File: src/hw/hb_regs_pkg.sv
// constants and carrier types for the half-bridge control and diagnosis words
package hb_regs_pkg;
   //------------------------------------------------------------
   // frame and group sizes
   //------------------------------------------------------------
   localparam int         FRAME_BITS   = 16;      // one spi word
   localparam int         CNT_W        = 5;       // bit counter width
   localparam logic [4:0] FRAME_CNT    = 5'h10;   // full frame bit count
   localparam int         LOW_BRIDGES  = 6;       // bridges 1..6
   localparam int         HIGH_BRIDGES = 4;       // bridges 7..10
   localparam int         ALL_BRIDGES  = 10;      // total outputs
   localparam int         FIELD_W      = 6;       // enable/direction field width
   localparam logic       ADDR_LOW     = 1'h0;    // group of bridges 1..6
   localparam logic       ADDR_HIGH    = 1'h1;    // group of bridges 7..10
   localparam logic       ADDR_RESET   = 1'h0;    // read address after reset
   localparam logic [15:0] WORD_ZERO   = 16'h0000; // reset value of all words

   //------------------------------------------------------------
   // word layouts, bit 15 first
   //------------------------------------------------------------
   typedef struct packed {
      logic               status_clear_cmd;          // 15
      logic               addr;                      // 14
      logic               open_load_shutdown_enable; // 13
      logic [FIELD_W-1:0] bridge_enable;             // 12..7
      logic [FIELD_W-1:0] bridge_direction;          // 6..1
      logic               zero;                      // 0
   } ctrl_word_t;

   typedef struct packed {
      logic               overcurrent_flag;       // 15
      logic               supply_fault_flag;      // 14
      logic               open_load_flag;         // 13
      logic [FIELD_W-1:0] bridge_enable_state;    // 12..7
      logic [FIELD_W-1:0] bridge_direction_state; // 6..1
      logic               thermal_warning_flag;   // 0
   } diag_word_t;
endpackage

File: src/hw/half_bridge_ctrl_diag_regs.sv
// control word decode and diagnosis word assembly behind the serial link
//
// Overview of operation
// enable bit high activates bridge, low floats
// direction bit picks high or low switch
// master sends bit zero low always
// overcurrent sets latched bit 15, bridge off
// overcurrent clears only by clear or reset
// supply fault bit 14 turns all off
// supply fault bit follows supply, self-clearing
// open load sets latched bit 13
// open load shuts bridge only if enabled
// open load clears only by clear or reset
// enable state bits show actual bridge activity
// direction state bits show actual switch state
// bit zero shows live thermal warning
// first word shows only supply, thermal bits
// bit 14 selects group, answer next frame
// bit 15 clears addressed group at deselect
// apply at deselect, capture at select
// reset read address is group zero
// unused diagnosis positions read low
`timescale 1ns/1ns
module half_bridge_ctrl_diag_regs (
   input  wire logic       CORE_CLK_I,          // 10 mhz core clock
   input  wire logic       RST_N_I,             // synchronous reset, active low
   input  wire logic       SCLK_I,              // serial clock pin
   input  wire logic       SELECT_N_I,          // chip select, active low
   input  wire logic       SDI_I,               // serial data in
   output logic            SDO_O,               // serial data out
   output logic            SDO_OE_O,            // drive enable for serial out
   input  wire logic [9:0] OVERCURRENT_I,       // per bridge overcurrent detect
   input  wire logic [9:0] OPEN_LOAD_I,         // per bridge open load detect
   input  wire logic       SUPPLY_FAULT_I,      // load supply out of range
   input  wire logic       THERMAL_WARNING_I,   // junction warning threshold
   output logic [9:0]      HIGH_SIDE_SWITCH_O,  // high-side switch on
   output logic [9:0]      LOW_SIDE_SWITCH_O    // low-side switch on
);
   localparam int LB = hb_regs_pkg::LOW_BRIDGES;
   localparam int HB = hb_regs_pkg::HIGH_BRIDGES;
   localparam int NB = hb_regs_pkg::ALL_BRIDGES;
   localparam int IN_W = 4 + 2 * NB;   // width of the synchronised bundle
   // idle pin levels: clock low, select high, so no false edge follows reset
   localparam logic [IN_W-1:0] SYNC_IDLE = {2'h1, {(IN_W-2){1'h0}}};

   //------------------------------------------------------------
   // two-stage synchronisers for every pin
   //------------------------------------------------------------
   logic [IN_W-1:0] meta;     // first stage, read only by sync
   logic [IN_W-1:0] sync;     // second stage
   logic            sclk_d;   // delayed synced clock for edges
   logic            sel_n_d;  // delayed synced select for edges

   // link and fault pins share one bundle so every bit has equal delay
   always_ff @(posedge CORE_CLK_I) begin
      if (!RST_N_I) begin
         meta    <= SYNC_IDLE;
         sync    <= SYNC_IDLE;
         sclk_d  <= 1'b0;
         sel_n_d <= 1'b1;
      end else begin
         meta    <= {SCLK_I, SELECT_N_I, SDI_I, SUPPLY_FAULT_I,
                     OVERCURRENT_I, OPEN_LOAD_I};
         sync    <= meta;
         sclk_d  <= sync[IN_W-1];
         sel_n_d <= sync[IN_W-2];
      end
   end

   logic       sclk_s;    // synced serial clock
   logic       sel_n_s;   // synced select
   logic       sdi_s;     // synced data in
   logic       psf_s;     // synced supply fault
   logic [9:0] oc_s;      // synced overcurrent
   logic [9:0] ol_s;      // synced open load
   logic       tw_s;      // synced thermal warning
   logic       tw_meta;   // thermal first stage

   always_ff @(posedge CORE_CLK_I) begin
      if (!RST_N_I) begin
         tw_meta <= 1'b0;
         tw_s    <= 1'b0;
      end else begin
         tw_meta <= THERMAL_WARNING_I;
         tw_s    <= tw_meta;
      end
   end

   always_comb begin
      sclk_s  = sync[IN_W-1];
      sel_n_s = sync[IN_W-2];
      sdi_s   = sync[IN_W-3];
      psf_s   = sync[IN_W-4];
      oc_s    = sync[2*NB-1:NB];
      ol_s    = sync[NB-1:0];
   end

   //------------------------------------------------------------
   // link edge detection
   //------------------------------------------------------------
   logic sel_fall;   // frame start
   logic sel_rise;   // frame end
   logic sclk_rise;  // shift out
   logic sclk_fall;  // sample in

   always_comb begin
      sel_fall  = sel_n_d && !sel_n_s;
      sel_rise  = !sel_n_d && sel_n_s;
      sclk_rise = !sel_n_s && !sclk_d && sclk_s;
      sclk_fall = !sel_n_s && sclk_d && !sclk_s;
   end

   //------------------------------------------------------------
   // control registers and frame state
   //------------------------------------------------------------
   hb_regs_pkg::ctrl_word_t bridge_group_low_control;   // group 0 control
   hb_regs_pkg::ctrl_word_t bridge_group_high_control;  // group 1 control
   hb_regs_pkg::ctrl_word_t rx_word;                    // incoming word
   hb_regs_pkg::diag_word_t tx_word;                    // outgoing word
   logic [hb_regs_pkg::CNT_W-1:0] bit_cnt;              // bits received
   logic                          rd_addr;              // group to report
   logic                          first_word;           // nothing sent yet
   logic                          frame_ok;             // full frame seen
   logic                          clr_low;              // clear pulse group 0
   logic                          clr_high;             // clear pulse group 1

   always_comb frame_ok = sel_rise && (bit_cnt == hb_regs_pkg::FRAME_CNT);

   // receive shift, sampled at falling serial clock, msb first
   always_ff @(posedge CORE_CLK_I) begin
      if (!RST_N_I) begin
         rx_word <= hb_regs_pkg::WORD_ZERO;
         bit_cnt <= '0;
      end else if (sel_fall) begin
         bit_cnt <= '0;
      end else if (sclk_fall) begin
         rx_word <= {rx_word[hb_regs_pkg::FRAME_BITS-2:0], sdi_s};
         if (bit_cnt != '1) begin   // counts past 16 so a long frame never applies
            bit_cnt <= bit_cnt + 1'b1;
         end
      end
   end

   // short or long frames are dropped so a torn word never applies
   always_ff @(posedge CORE_CLK_I) begin
      if (!RST_N_I) begin
         bridge_group_low_control  <= hb_regs_pkg::WORD_ZERO;
         bridge_group_high_control <= hb_regs_pkg::WORD_ZERO;
         rd_addr                   <= hb_regs_pkg::ADDR_RESET;
      end else if (frame_ok) begin
         rd_addr <= rx_word.addr;
         if (rx_word.addr == hb_regs_pkg::ADDR_LOW) begin
            bridge_group_low_control <= rx_word;
         end else begin
            bridge_group_high_control <= rx_word;
         end
      end
   end

   // status clear acts only on the addressed group, one cycle long
   always_comb begin
      clr_low  = frame_ok && rx_word.status_clear_cmd
                 && (rx_word.addr == hb_regs_pkg::ADDR_LOW);
      clr_high = frame_ok && rx_word.status_clear_cmd
                 && (rx_word.addr == hb_regs_pkg::ADDR_HIGH);
   end

   //------------------------------------------------------------
   // bridge groups
   //------------------------------------------------------------
   logic          oc_lo, ol_lo, oc_hi, ol_hi;  // group flags
   logic [LB-1:0] act_lo, hs_lo, ls_lo;        // group 0 state
   logic [HB-1:0] act_hi, hs_hi, ls_hi;        // group 1 state

   hb_group #(.N(LB)) u_group_low (
      .clk_i        (CORE_CLK_I),
      .rst_n_i      (RST_N_I),
      .enable_i     (bridge_group_low_control.bridge_enable),
      .direction_i  (bridge_group_low_control.bridge_direction),
      .open_load_shutdown_enable_i   (bridge_group_low_control.open_load_shutdown_enable),
      .clear_i      (clr_low),
      .oc_evt_i     (oc_s[LB-1:0]),
      .ol_evt_i     (ol_s[LB-1:0]),
      .supply_bad_i (psf_s),
      .oc_flag_o    (oc_lo),
      .ol_flag_o    (ol_lo),
      .active_o     (act_lo),
      .high_side_o  (hs_lo),
      .low_side_o   (ls_lo)
   );

   // don't-care control bits 12, 11, 6, 5 and bit 0 never reach logic
   hb_group #(.N(HB)) u_group_high (
      .clk_i        (CORE_CLK_I),
      .rst_n_i      (RST_N_I),
      .enable_i     (bridge_group_high_control.bridge_enable[HB-1:0]),
      .direction_i  (bridge_group_high_control.bridge_direction[HB-1:0]),
      .open_load_shutdown_enable_i   (bridge_group_high_control.open_load_shutdown_enable),
      .clear_i      (clr_high),
      .oc_evt_i     (oc_s[NB-1:LB]),
      .ol_evt_i     (ol_s[NB-1:LB]),
      .supply_bad_i (psf_s),
      .oc_flag_o    (oc_hi),
      .ol_flag_o    (ol_hi),
      .active_o     (act_hi),
      .high_side_o  (hs_hi),
      .low_side_o   (ls_hi)
   );

   always_comb begin
      HIGH_SIDE_SWITCH_O = {hs_hi, hs_lo};
      LOW_SIDE_SWITCH_O  = {ls_hi, ls_lo};
   end

   //------------------------------------------------------------
   // diagnosis assembly and transmit shift
   //------------------------------------------------------------
   hb_regs_pkg::diag_word_t diag_now;  // word for the current read address

   // state bits come from the driver stage; group 0 direction gates its control register with act_lo
   always_comb begin
      diag_now = hb_regs_pkg::WORD_ZERO;
      diag_now.supply_fault_flag    = psf_s;
      diag_now.thermal_warning_flag = tw_s;
      if (rd_addr == hb_regs_pkg::ADDR_LOW) begin
         diag_now.overcurrent_flag       = oc_lo;
         diag_now.open_load_flag         = ol_lo;
         diag_now.bridge_enable_state    = act_lo;
         diag_now.bridge_direction_state = act_lo & bridge_group_low_control.bridge_direction;
      end else begin
         diag_now.overcurrent_flag                = oc_hi;
         diag_now.open_load_flag                  = ol_hi;
         diag_now.bridge_enable_state[HB-1:0]     = act_hi;
         diag_now.bridge_direction_state[HB-1:0]  = hs_hi;
      end
      if (first_word) begin
         diag_now.overcurrent_flag       = 1'b0;
         diag_now.open_load_flag         = 1'b0;
         diag_now.bridge_enable_state    = '0;
         diag_now.bridge_direction_state = '0;
      end
   end

   // capture at frame start, shift on rising serial clock
   always_ff @(posedge CORE_CLK_I) begin
      if (!RST_N_I) begin
         tx_word    <= hb_regs_pkg::WORD_ZERO;
         first_word <= 1'b1;
      end else if (sel_fall) begin
         tx_word    <= diag_now;
         first_word <= 1'b0;
      end else if (sclk_rise) begin
         tx_word <= {tx_word[hb_regs_pkg::FRAME_BITS-2:0], 1'b0};
      end
   end

   always_comb begin
      SDO_O    = tx_word[hb_regs_pkg::FRAME_BITS-1];
      SDO_OE_O = !sel_n_s;
   end
endmodule // half_bridge_ctrl_diag_regs

File: src/hw/hb_group.sv
// one bridge group: fault latching, output gating and actual state
`timescale 1ns/1ns
module hb_group #(
   parameter int N = 6
) (
   input  wire logic         clk_i,
   input  wire logic         rst_n_i,
   input  wire logic [N-1:0] enable_i,     // written bridge enables
   input  wire logic [N-1:0] direction_i,  // written bridge directions
   input  wire logic         open_load_shutdown_enable_i,   // open-load shutdown enable
   input  wire logic         clear_i,      // status clear pulse
   input  wire logic [N-1:0] oc_evt_i,     // synced overcurrent per bridge
   input  wire logic [N-1:0] ol_evt_i,     // synced open load per bridge
   input  wire logic         supply_bad_i, // synced supply fault level
   output logic              oc_flag_o,    // latched group overcurrent
   output logic              ol_flag_o,    // latched group open load
   output logic [N-1:0]      active_o,     // actual active state
   output logic [N-1:0]      high_side_o,  // high-side switch on
   output logic [N-1:0]      low_side_o    // low-side switch on
);
   //------------------------------------------------------------
   // latched per-bridge shutdown state
   //------------------------------------------------------------
   logic [N-1:0] oc_off;  // bridge off after overcurrent
   logic [N-1:0] ol_off;  // bridge off after open load

   // set wins over a clear landing in the same cycle
   always_ff @(posedge clk_i) begin
      if (!rst_n_i) begin
         oc_off    <= '0;
         ol_off    <= '0;
         oc_flag_o <= 1'b0;
         ol_flag_o <= 1'b0;
      end else begin
         oc_off    <= (oc_off & {N{!clear_i}}) | oc_evt_i;
         ol_off    <= (ol_off & {N{!clear_i}}) | (ol_evt_i & {N{open_load_shutdown_enable_i}});
         oc_flag_o <= (oc_flag_o & !clear_i) | (|oc_evt_i);
         ol_flag_o <= (ol_flag_o & !clear_i) | (|ol_evt_i);
      end
   end

   //------------------------------------------------------------
   // output stage, supply fault forces every bridge off
   //------------------------------------------------------------
   always_comb begin
      active_o    = enable_i & ~oc_off & ~ol_off & {N{!supply_bad_i}};
      high_side_o = active_o & direction_i;
      low_side_o  = active_o & ~direction_i;
   end
endmodule // hb_group

File: config.mk
export PLATFORM = sky130hd
export DESIGN_NAME = half_bridge_ctrl_diag_regs
export DESIGN_NICKNAME = d
export VERILOG_FILES = /design/src/hw/hb_regs_pkg.sv /design/src/hw/half_bridge_ctrl_diag_regs.sv /design/src/hw/hb_group.sv
export SDC_FILE = /design/constraint.sdc
export NUM_CORES = 1
export LEC_CHECK = 0
export BUFFER_PORTS_ARGS = -buffer_cell sky130_fd_sc_hd__buf_2
export CORE_ASPECT_RATIO = 0.8
export CORE_MARGIN = 2
export CORE_UTILIZATION = 63
export CTS_CLUSTER_DIAMETER = 120
export DETAILED_ROUTE_END_ITERATION = 10
export HOLD_SLACK_MARGIN = 0.02
export MAX_ROUTING_LAYER = met4
export PLACE_DENSITY = 0.85
export SLEW_MARGIN = 20
export SYNTH_ARGS = -nofsm -noshare
export SYNTH_HDL_FRONTEND = slang
export SYNTH_HIERARCHICAL = 1
export SYNTH_SLANG_ARGS = --single-unit
File: constraint.sdc
create_clock -name CORE_CLK_I -period 4.7 [get_ports CORE_CLK_I]
set_input_delay 0.47 -clock CORE_CLK_I [delete_from_list [all_inputs] [get_ports CORE_CLK_I]]
set_output_delay 0.47 -clock CORE_CLK_I [all_outputs]
set_load 0.05 [all_outputs]
==> impl_metrics.xml <==
<?xml version="1.0" encoding="UTF-8"?>
<metrics>
  <group name="status">
    <metric name="outcome" unit="">completed</metric>
  </group>
  <group name="detailed_routing">
    <metric name="drt_iter0_drc" unit="">324</metric>
    <metric name="route.final.wire_length" unit="mm">10.5</metric>
    <metric name="vias_per_cell" unit="">5.51</metric>
    <metric name="vias" unit="">3828</metric>
    <metric name="drt_drc_violations_left" unit="">0</metric>
    <metric name="avgRoutedWirePerCell" unit="um">15.2</metric>
    <metric name="dr.pass1.iters" unit="">5</metric>
    <metric name="ant_nets" unit="">0</metric>
  </group>
  <group name="floorplanning">
    <metric name="initial_util" unit="%">64.9</metric>
    <metric name="floorplan.die.width" unit="um">105</metric>
    <metric name="fp.dieH" unit="um">84.8</metric>
    <metric name="placeableCoreArea" unit="um^2">7910</metric>
    <metric name="die_area" unit="um^2">8890</metric>
    <metric name="std_cell_rows" unit="">29</metric>
    <metric name="num_io_pins" unit="">49</metric>
  </group>
  <group name="cells_and_area">
    <metric name="area_growth_syn_to_layout" unit="%">16.7</metric>
    <metric name="layout-drive-gt1-share" unit="%">16.4</metric>
    <metric name="final-instance-count-excl-fill" unit="">695</metric>
    <metric name="antenna_cells" unit="">0</metric>
    <metric name="most_common_cell_after_layout_fill_and_taps_aside" unit="">sky130_fd_sc_hd__dfxtp_1</metric>
    <metric name="fillers" unit="">576</metric>
    <metric name="layout.cells.most_common_list" unit="">sky130_fd_sc_hd__dfxtp_1 (137), sky130_fd_sc_hd__nand2_1 (101), sky130_fd_sc_hd__and2_1 (60)</metric>
    <metric name="multiInputGateArea" unit="um^2">2240</metric>
    <metric name="layout.nets" unit="">604</metric>
    <metric name="layout.area.seq" unit="um^2">2740</metric>
  </group>
  <group name="setup_path">
    <metric name="worstPathRequired" unit="ns">4.23</metric>
    <metric name="path_max_fanout" unit="">11</metric>
    <metric name="timing.rr.end" unit="">u_group_low/ol_flag_o</metric>
    <metric name="critPathLaunchType" unit="">register</metric>
    <metric name="worstPathArrival" unit="ns">2.40</metric>
    <metric name="cp_slowest_cell" unit="">sky130_fd_sc_hd__nor4b_1</metric>
    <metric name="timing.rr.start" unit="">sel_n_d</metric>
    <metric name="path_cells" unit="">nor4b_1 -&gt; and2_1 -&gt; buf_2</metric>
    <metric name="startpoint_to_endpoint_class_of_the_critical_path" unit="">reg2out</metric>
    <metric name="r2r_slack" unit="ns">2.23</metric>
    <metric name="rr_worst_depth" unit="">6</metric>
    <metric name="cpPeakStageDelay" unit="ns">0.92</metric>
    <metric name="kind_of_end_point_of_the_critical_path" unit="">primary output</metric>
  </group>
  <group name="clock_tree">
    <metric name="cts_tree" unit="">built</metric>
    <metric name="cts_root_buffer_type" unit="">sky130_fd_sc_hd__clkbuf_8</metric>
    <metric name="clk-insertion-delay-late" unit="ns">0.53</metric>
    <metric name="ctsResizeCount" unit="">0</metric>
    <metric name="cts.clk_slew.worst_paths" unit="ns">0.06</metric>
    <metric name="postCtsSetupBuffers" unit="">0</metric>
    <metric name="number_of_buffers_on_the_longest_clock_path" unit="">2</metric>
    <metric name="cts_sinks" unit="">137</metric>
    <metric name="cts_hold_buf" unit="">0</metric>
    <metric name="cts_htree_levels" unit="">4</metric>
    <metric name="cts_buffers" unit="">17</metric>
  </group>
  <group name="grt">
    <metric name="antenna_found_initial" unit="">0</metric>
    <metric name="grt_first_pass_wirelength" unit="mm">17.7</metric>
    <metric name="globalRouteTotalUtil" unit="%">26.5</metric>
    <metric name="grt_start_max_net_pins" unit="">147</metric>
    <metric name="first_global_vias" unit="">3620</metric>
    <metric name="grt-ovfl-total" unit="">0</metric>
  </group>
  <group name="power">
    <metric name="comb_power_share" unit="%">2.9</metric>
    <metric name="p_int" unit="W">0.00210</metric>
    <metric name="vdd_drop_max" unit="V">0.000305</metric>
    <metric name="power_frac_clock" unit="%">51.2</metric>
    <metric name="leakage" unit="nW">2.37</metric>
    <metric name="power_per_cell_area" unit="nW/um^2">442</metric>
    <metric name="netSwitchingFraction" unit="%">20.8</metric>
    <metric name="pwr-share-seq" unit="%">45.9</metric>
    <metric name="total_switching_power" unit="W">0.000552</metric>
  </group>
  <group name="timing">
    <metric name="drv_slew" unit="">0</metric>
    <metric name="rsz0062_at_grt" unit="">no</metric>
    <metric name="timing.final.crit_period" unit="ns">2.87</metric>
    <metric name="timing.slew.headroom" unit="%">33.9</metric>
    <metric name="final_sum_of_negative_setup_slack" unit="ns">0</metric>
    <metric name="upper_clock_frequency_limit" unit="MHz">348</metric>
    <metric name="final_min_period_over_clock_period" unit="%">61.1</metric>
    <metric name="final-setup-viol-count" unit="">0</metric>
    <metric name="final-hold-violation-count" unit="">0</metric>
    <metric name="tightest_slew" unit="ns">0.978</metric>
    <metric name="fin_skew" unit="ns">0.00874</metric>
  </group>
  <group name="min_path">
    <metric name="hold_depth" unit="">2</metric>
    <metric name="holdPathEnd" unit="">meta[22]</metric>
    <metric name="worst_hold_startpoint" unit="">SELECT_N_I</metric>
    <metric name="timing.hold.worst.class" unit="">in2reg</metric>
  </group>
  <group name="yosys">
    <metric name="yosys_cell_types" unit="">41</metric>
    <metric name="postSynthCellCount" unit="">535</metric>
    <metric name="synthDominantAreaCellType" unit="">sky130_fd_sc_hd__dfxtp_1</metric>
    <metric name="synth_seq_area_share" unit="%">53.4</metric>
    <metric name="synth.avg_cell_area" unit="um^2">9.60</metric>
    <metric name="synth_top_area_share" unit="%">53.4</metric>
    <metric name="synth.cell_area" unit="um^2">5130</metric>
    <metric name="postSynthRegisterBits" unit="">137</metric>
    <metric name="yosysWarnings" unit="">6</metric>
    <metric name="synth_top_cells_by_area" unit="">sky130_fd_sc_hd__dfxtp_1 (53%), sky130_fd_sc_hd__nand2_1 (7.4%), sky130_fd_sc_hd__and2_1 (7.3%)</metric>
    <metric name="synth_nets" unit="">565</metric>
  </group>
  <group name="placement">
    <metric name="place_hpwl" unit="mm">6.62</metric>
    <metric name="gp_congestion" unit="">0.876</metric>
    <metric name="buffer_ports.inserted" unit="">48</metric>
    <metric name="place.detailed.instances" unit="">663</metric>
  </group>
  <group name="flow_run">
    <metric name="cap_violations" unit="">0</metric>
  </group>
</metrics>
[final cells by class]
class	instances	share of cell area [%]
flip-flops and latches	137	45.8
multi-input cells	366	37.4
clock buffers	18	6.97
repair buffers	48	4.11
clock inverters	14	3.24
well taps	108	2.26
inverters	4	0.251
[per-stage QoR]
step           util [%]  hold slack (ns)  total power, W  setup slack (ns)  instance area (um^2)
2_1_floorplan         -            0.386         0.00129              2.58                  5130
3_3_place_gp       68.0            0.416         0.00131              2.47                  5380
3_5_place_dp       68.0            0.417         0.00132              2.41                  5380
4_1_cts            75.7            0.106         0.00267              1.85                  5990
5_1_grt            75.8            0.124         0.00274              1.70                  5990
6_report           75.8            0.124         0.00265              1.83                  5990
[sequential cells by signal (all words and copies together) (netlist names), 6 cells and up]
| name | cells |
|---|---|
| bridge_group_high_control | 9 |
| bridge_group_low_control | 13 |
| u_group_low/oc_off | 6 |
| meta | 24 |
| tx_word | 15 |
| u_group_low/ol_off | 6 |
| sync | 24 |
| rx_word | 16 |
[logic make-up after synthesis]
logic type / after synthesis / share of synthesized area (%)
buffers and inverters: 32 / 2.95
multiplexers: 17 / 3.46
AND/OR/NAND/NOR: 249 / 26.9
adder cells (fa/ha/maj): 3 / 0.731
XOR/XNOR: 3 / 0.512
flip-flops: 137 / 53.4
AO/OA/AOI/OAI: 94 / 12.0
[synth_stat cells]
cell and number:
sky130_fd_sc_hd__or4_1 2, sky130_fd_sc_hd__or4b_1 1, sky130_fd_sc_hd__nand3_1 16, sky130_fd_sc_hd__nor2_2 1, sky130_fd_sc_hd__buf_2 4, sky130_fd_sc_hd__nor2_1 7
sky130_fd_sc_hd__a21oi_4 1, sky130_fd_sc_hd__nor3_1 1, sky130_fd_sc_hd__nand2b_1 16, sky130_fd_sc_hd__and3_1 3, sky130_fd_sc_hd__inv_1 4, sky130_fd_sc_hd__o41a_1 2
sky130_fd_sc_hd__o21a_1 11, sky130_fd_sc_hd__nor4b_2 4, sky130_fd_sc_hd__a31oi_1 14, sky130_fd_sc_hd__o21ai_0 35, sky130_fd_sc_hd__nor4_1 2, sky130_fd_sc_hd__nor4b_1 6
sky130_fd_sc_hd__or2b_4 1, sky130_fd_sc_hd__nand4_1 1, sky130_fd_sc_hd__o211a_1 1, sky130_fd_sc_hd__and4bb_2 1, sky130_fd_sc_hd__buf_6 3, sky130_fd_sc_hd__and2_1 60
sky130_fd_sc_hd__a21boi_0 18, sky130_fd_sc_hd__clkbuf_1 18, sky130_fd_sc_hd__dfxtp_1 137, sky130_fd_sc_hd__xor2_1 2, sky130_fd_sc_hd__ha_1 3, sky130_fd_sc_hd__buf_4 1
sky130_fd_sc_hd__nand2_1 101, sky130_fd_sc_hd__nor2b_1 19, sky130_fd_sc_hd__xnor2_1 1, sky130_fd_sc_hd__buf_1 2, sky130_fd_sc_hd__nand4b_2 1, sky130_fd_sc_hd__nor4b_4 2
sky130_fd_sc_hd__and2b_1 4, sky130_fd_sc_hd__a21boi_1 11, sky130_fd_sc_hd__mux2i_1 11, sky130_fd_sc_hd__a21oi_1 1, sky130_fd_sc_hd__mux2_2 6
[metal layers]
| metal | share of wire (%) | routed length, um | vias up | global-route usage, % |
|---|---|---|---|---|
| li1 | - | - | 1878 | - |
| met1 | 45 | 4750 | 1779 | 34.7 |
| met2 | 46 | 4810 | 147 | 38.3 |
| met3 | 6.8 | 713 | 24 | 6.83 |
| met4 | 2.5 | 261 | 0 | 13.0 |
| met5 | 0 | 0 | - | - |
[power by group through the flow]
stage,sequential [W],combinational (W),clock (W)
after detailed placement,0.00124,0.0000762,0
after global routing,0.00122,0.0000871,0.00143
after global placement,0.00124,0.0000737,0
final,0.00122,0.0000769,0.00136
after floorplan,0.00123,0.0000586,0
after CTS,0.00122,0.0000776,0.00137
[worst max-delay path: cells and delay by family (launching register included)]
kind	cells	cell delay (ns)
DFF	1	0.46
and+or+nand+nor	2	1.15
buffers and inverters	1	0.26
[worst max path at each step]
stage | slack (ns) | cells past startpoint | from | end
2_1_floorplan | 2.58 | 2 | sync[20] | LOW_SIDE_SWITCH_O[5]
3_3_place_gp | 2.47 | 6 | sel_n_d | u_group_low/oc_flag_o
3_5_place_dp | 2.41 | 6 | sel_n_d | u_group_low/ol_flag_o
4_1_cts | 1.85 | 3 | sync[20] | HIGH_SIDE_SWITCH_O[4]
5_1_grt | 1.70 | 3 | sync[20] | LOW_SIDE_SWITCH_O[3]
6_report | 1.83 | 3 | sync[20] | HIGH_SIDE_SWITCH_O[4]
No activity file was read; power rests on OpenSTA's default activity.
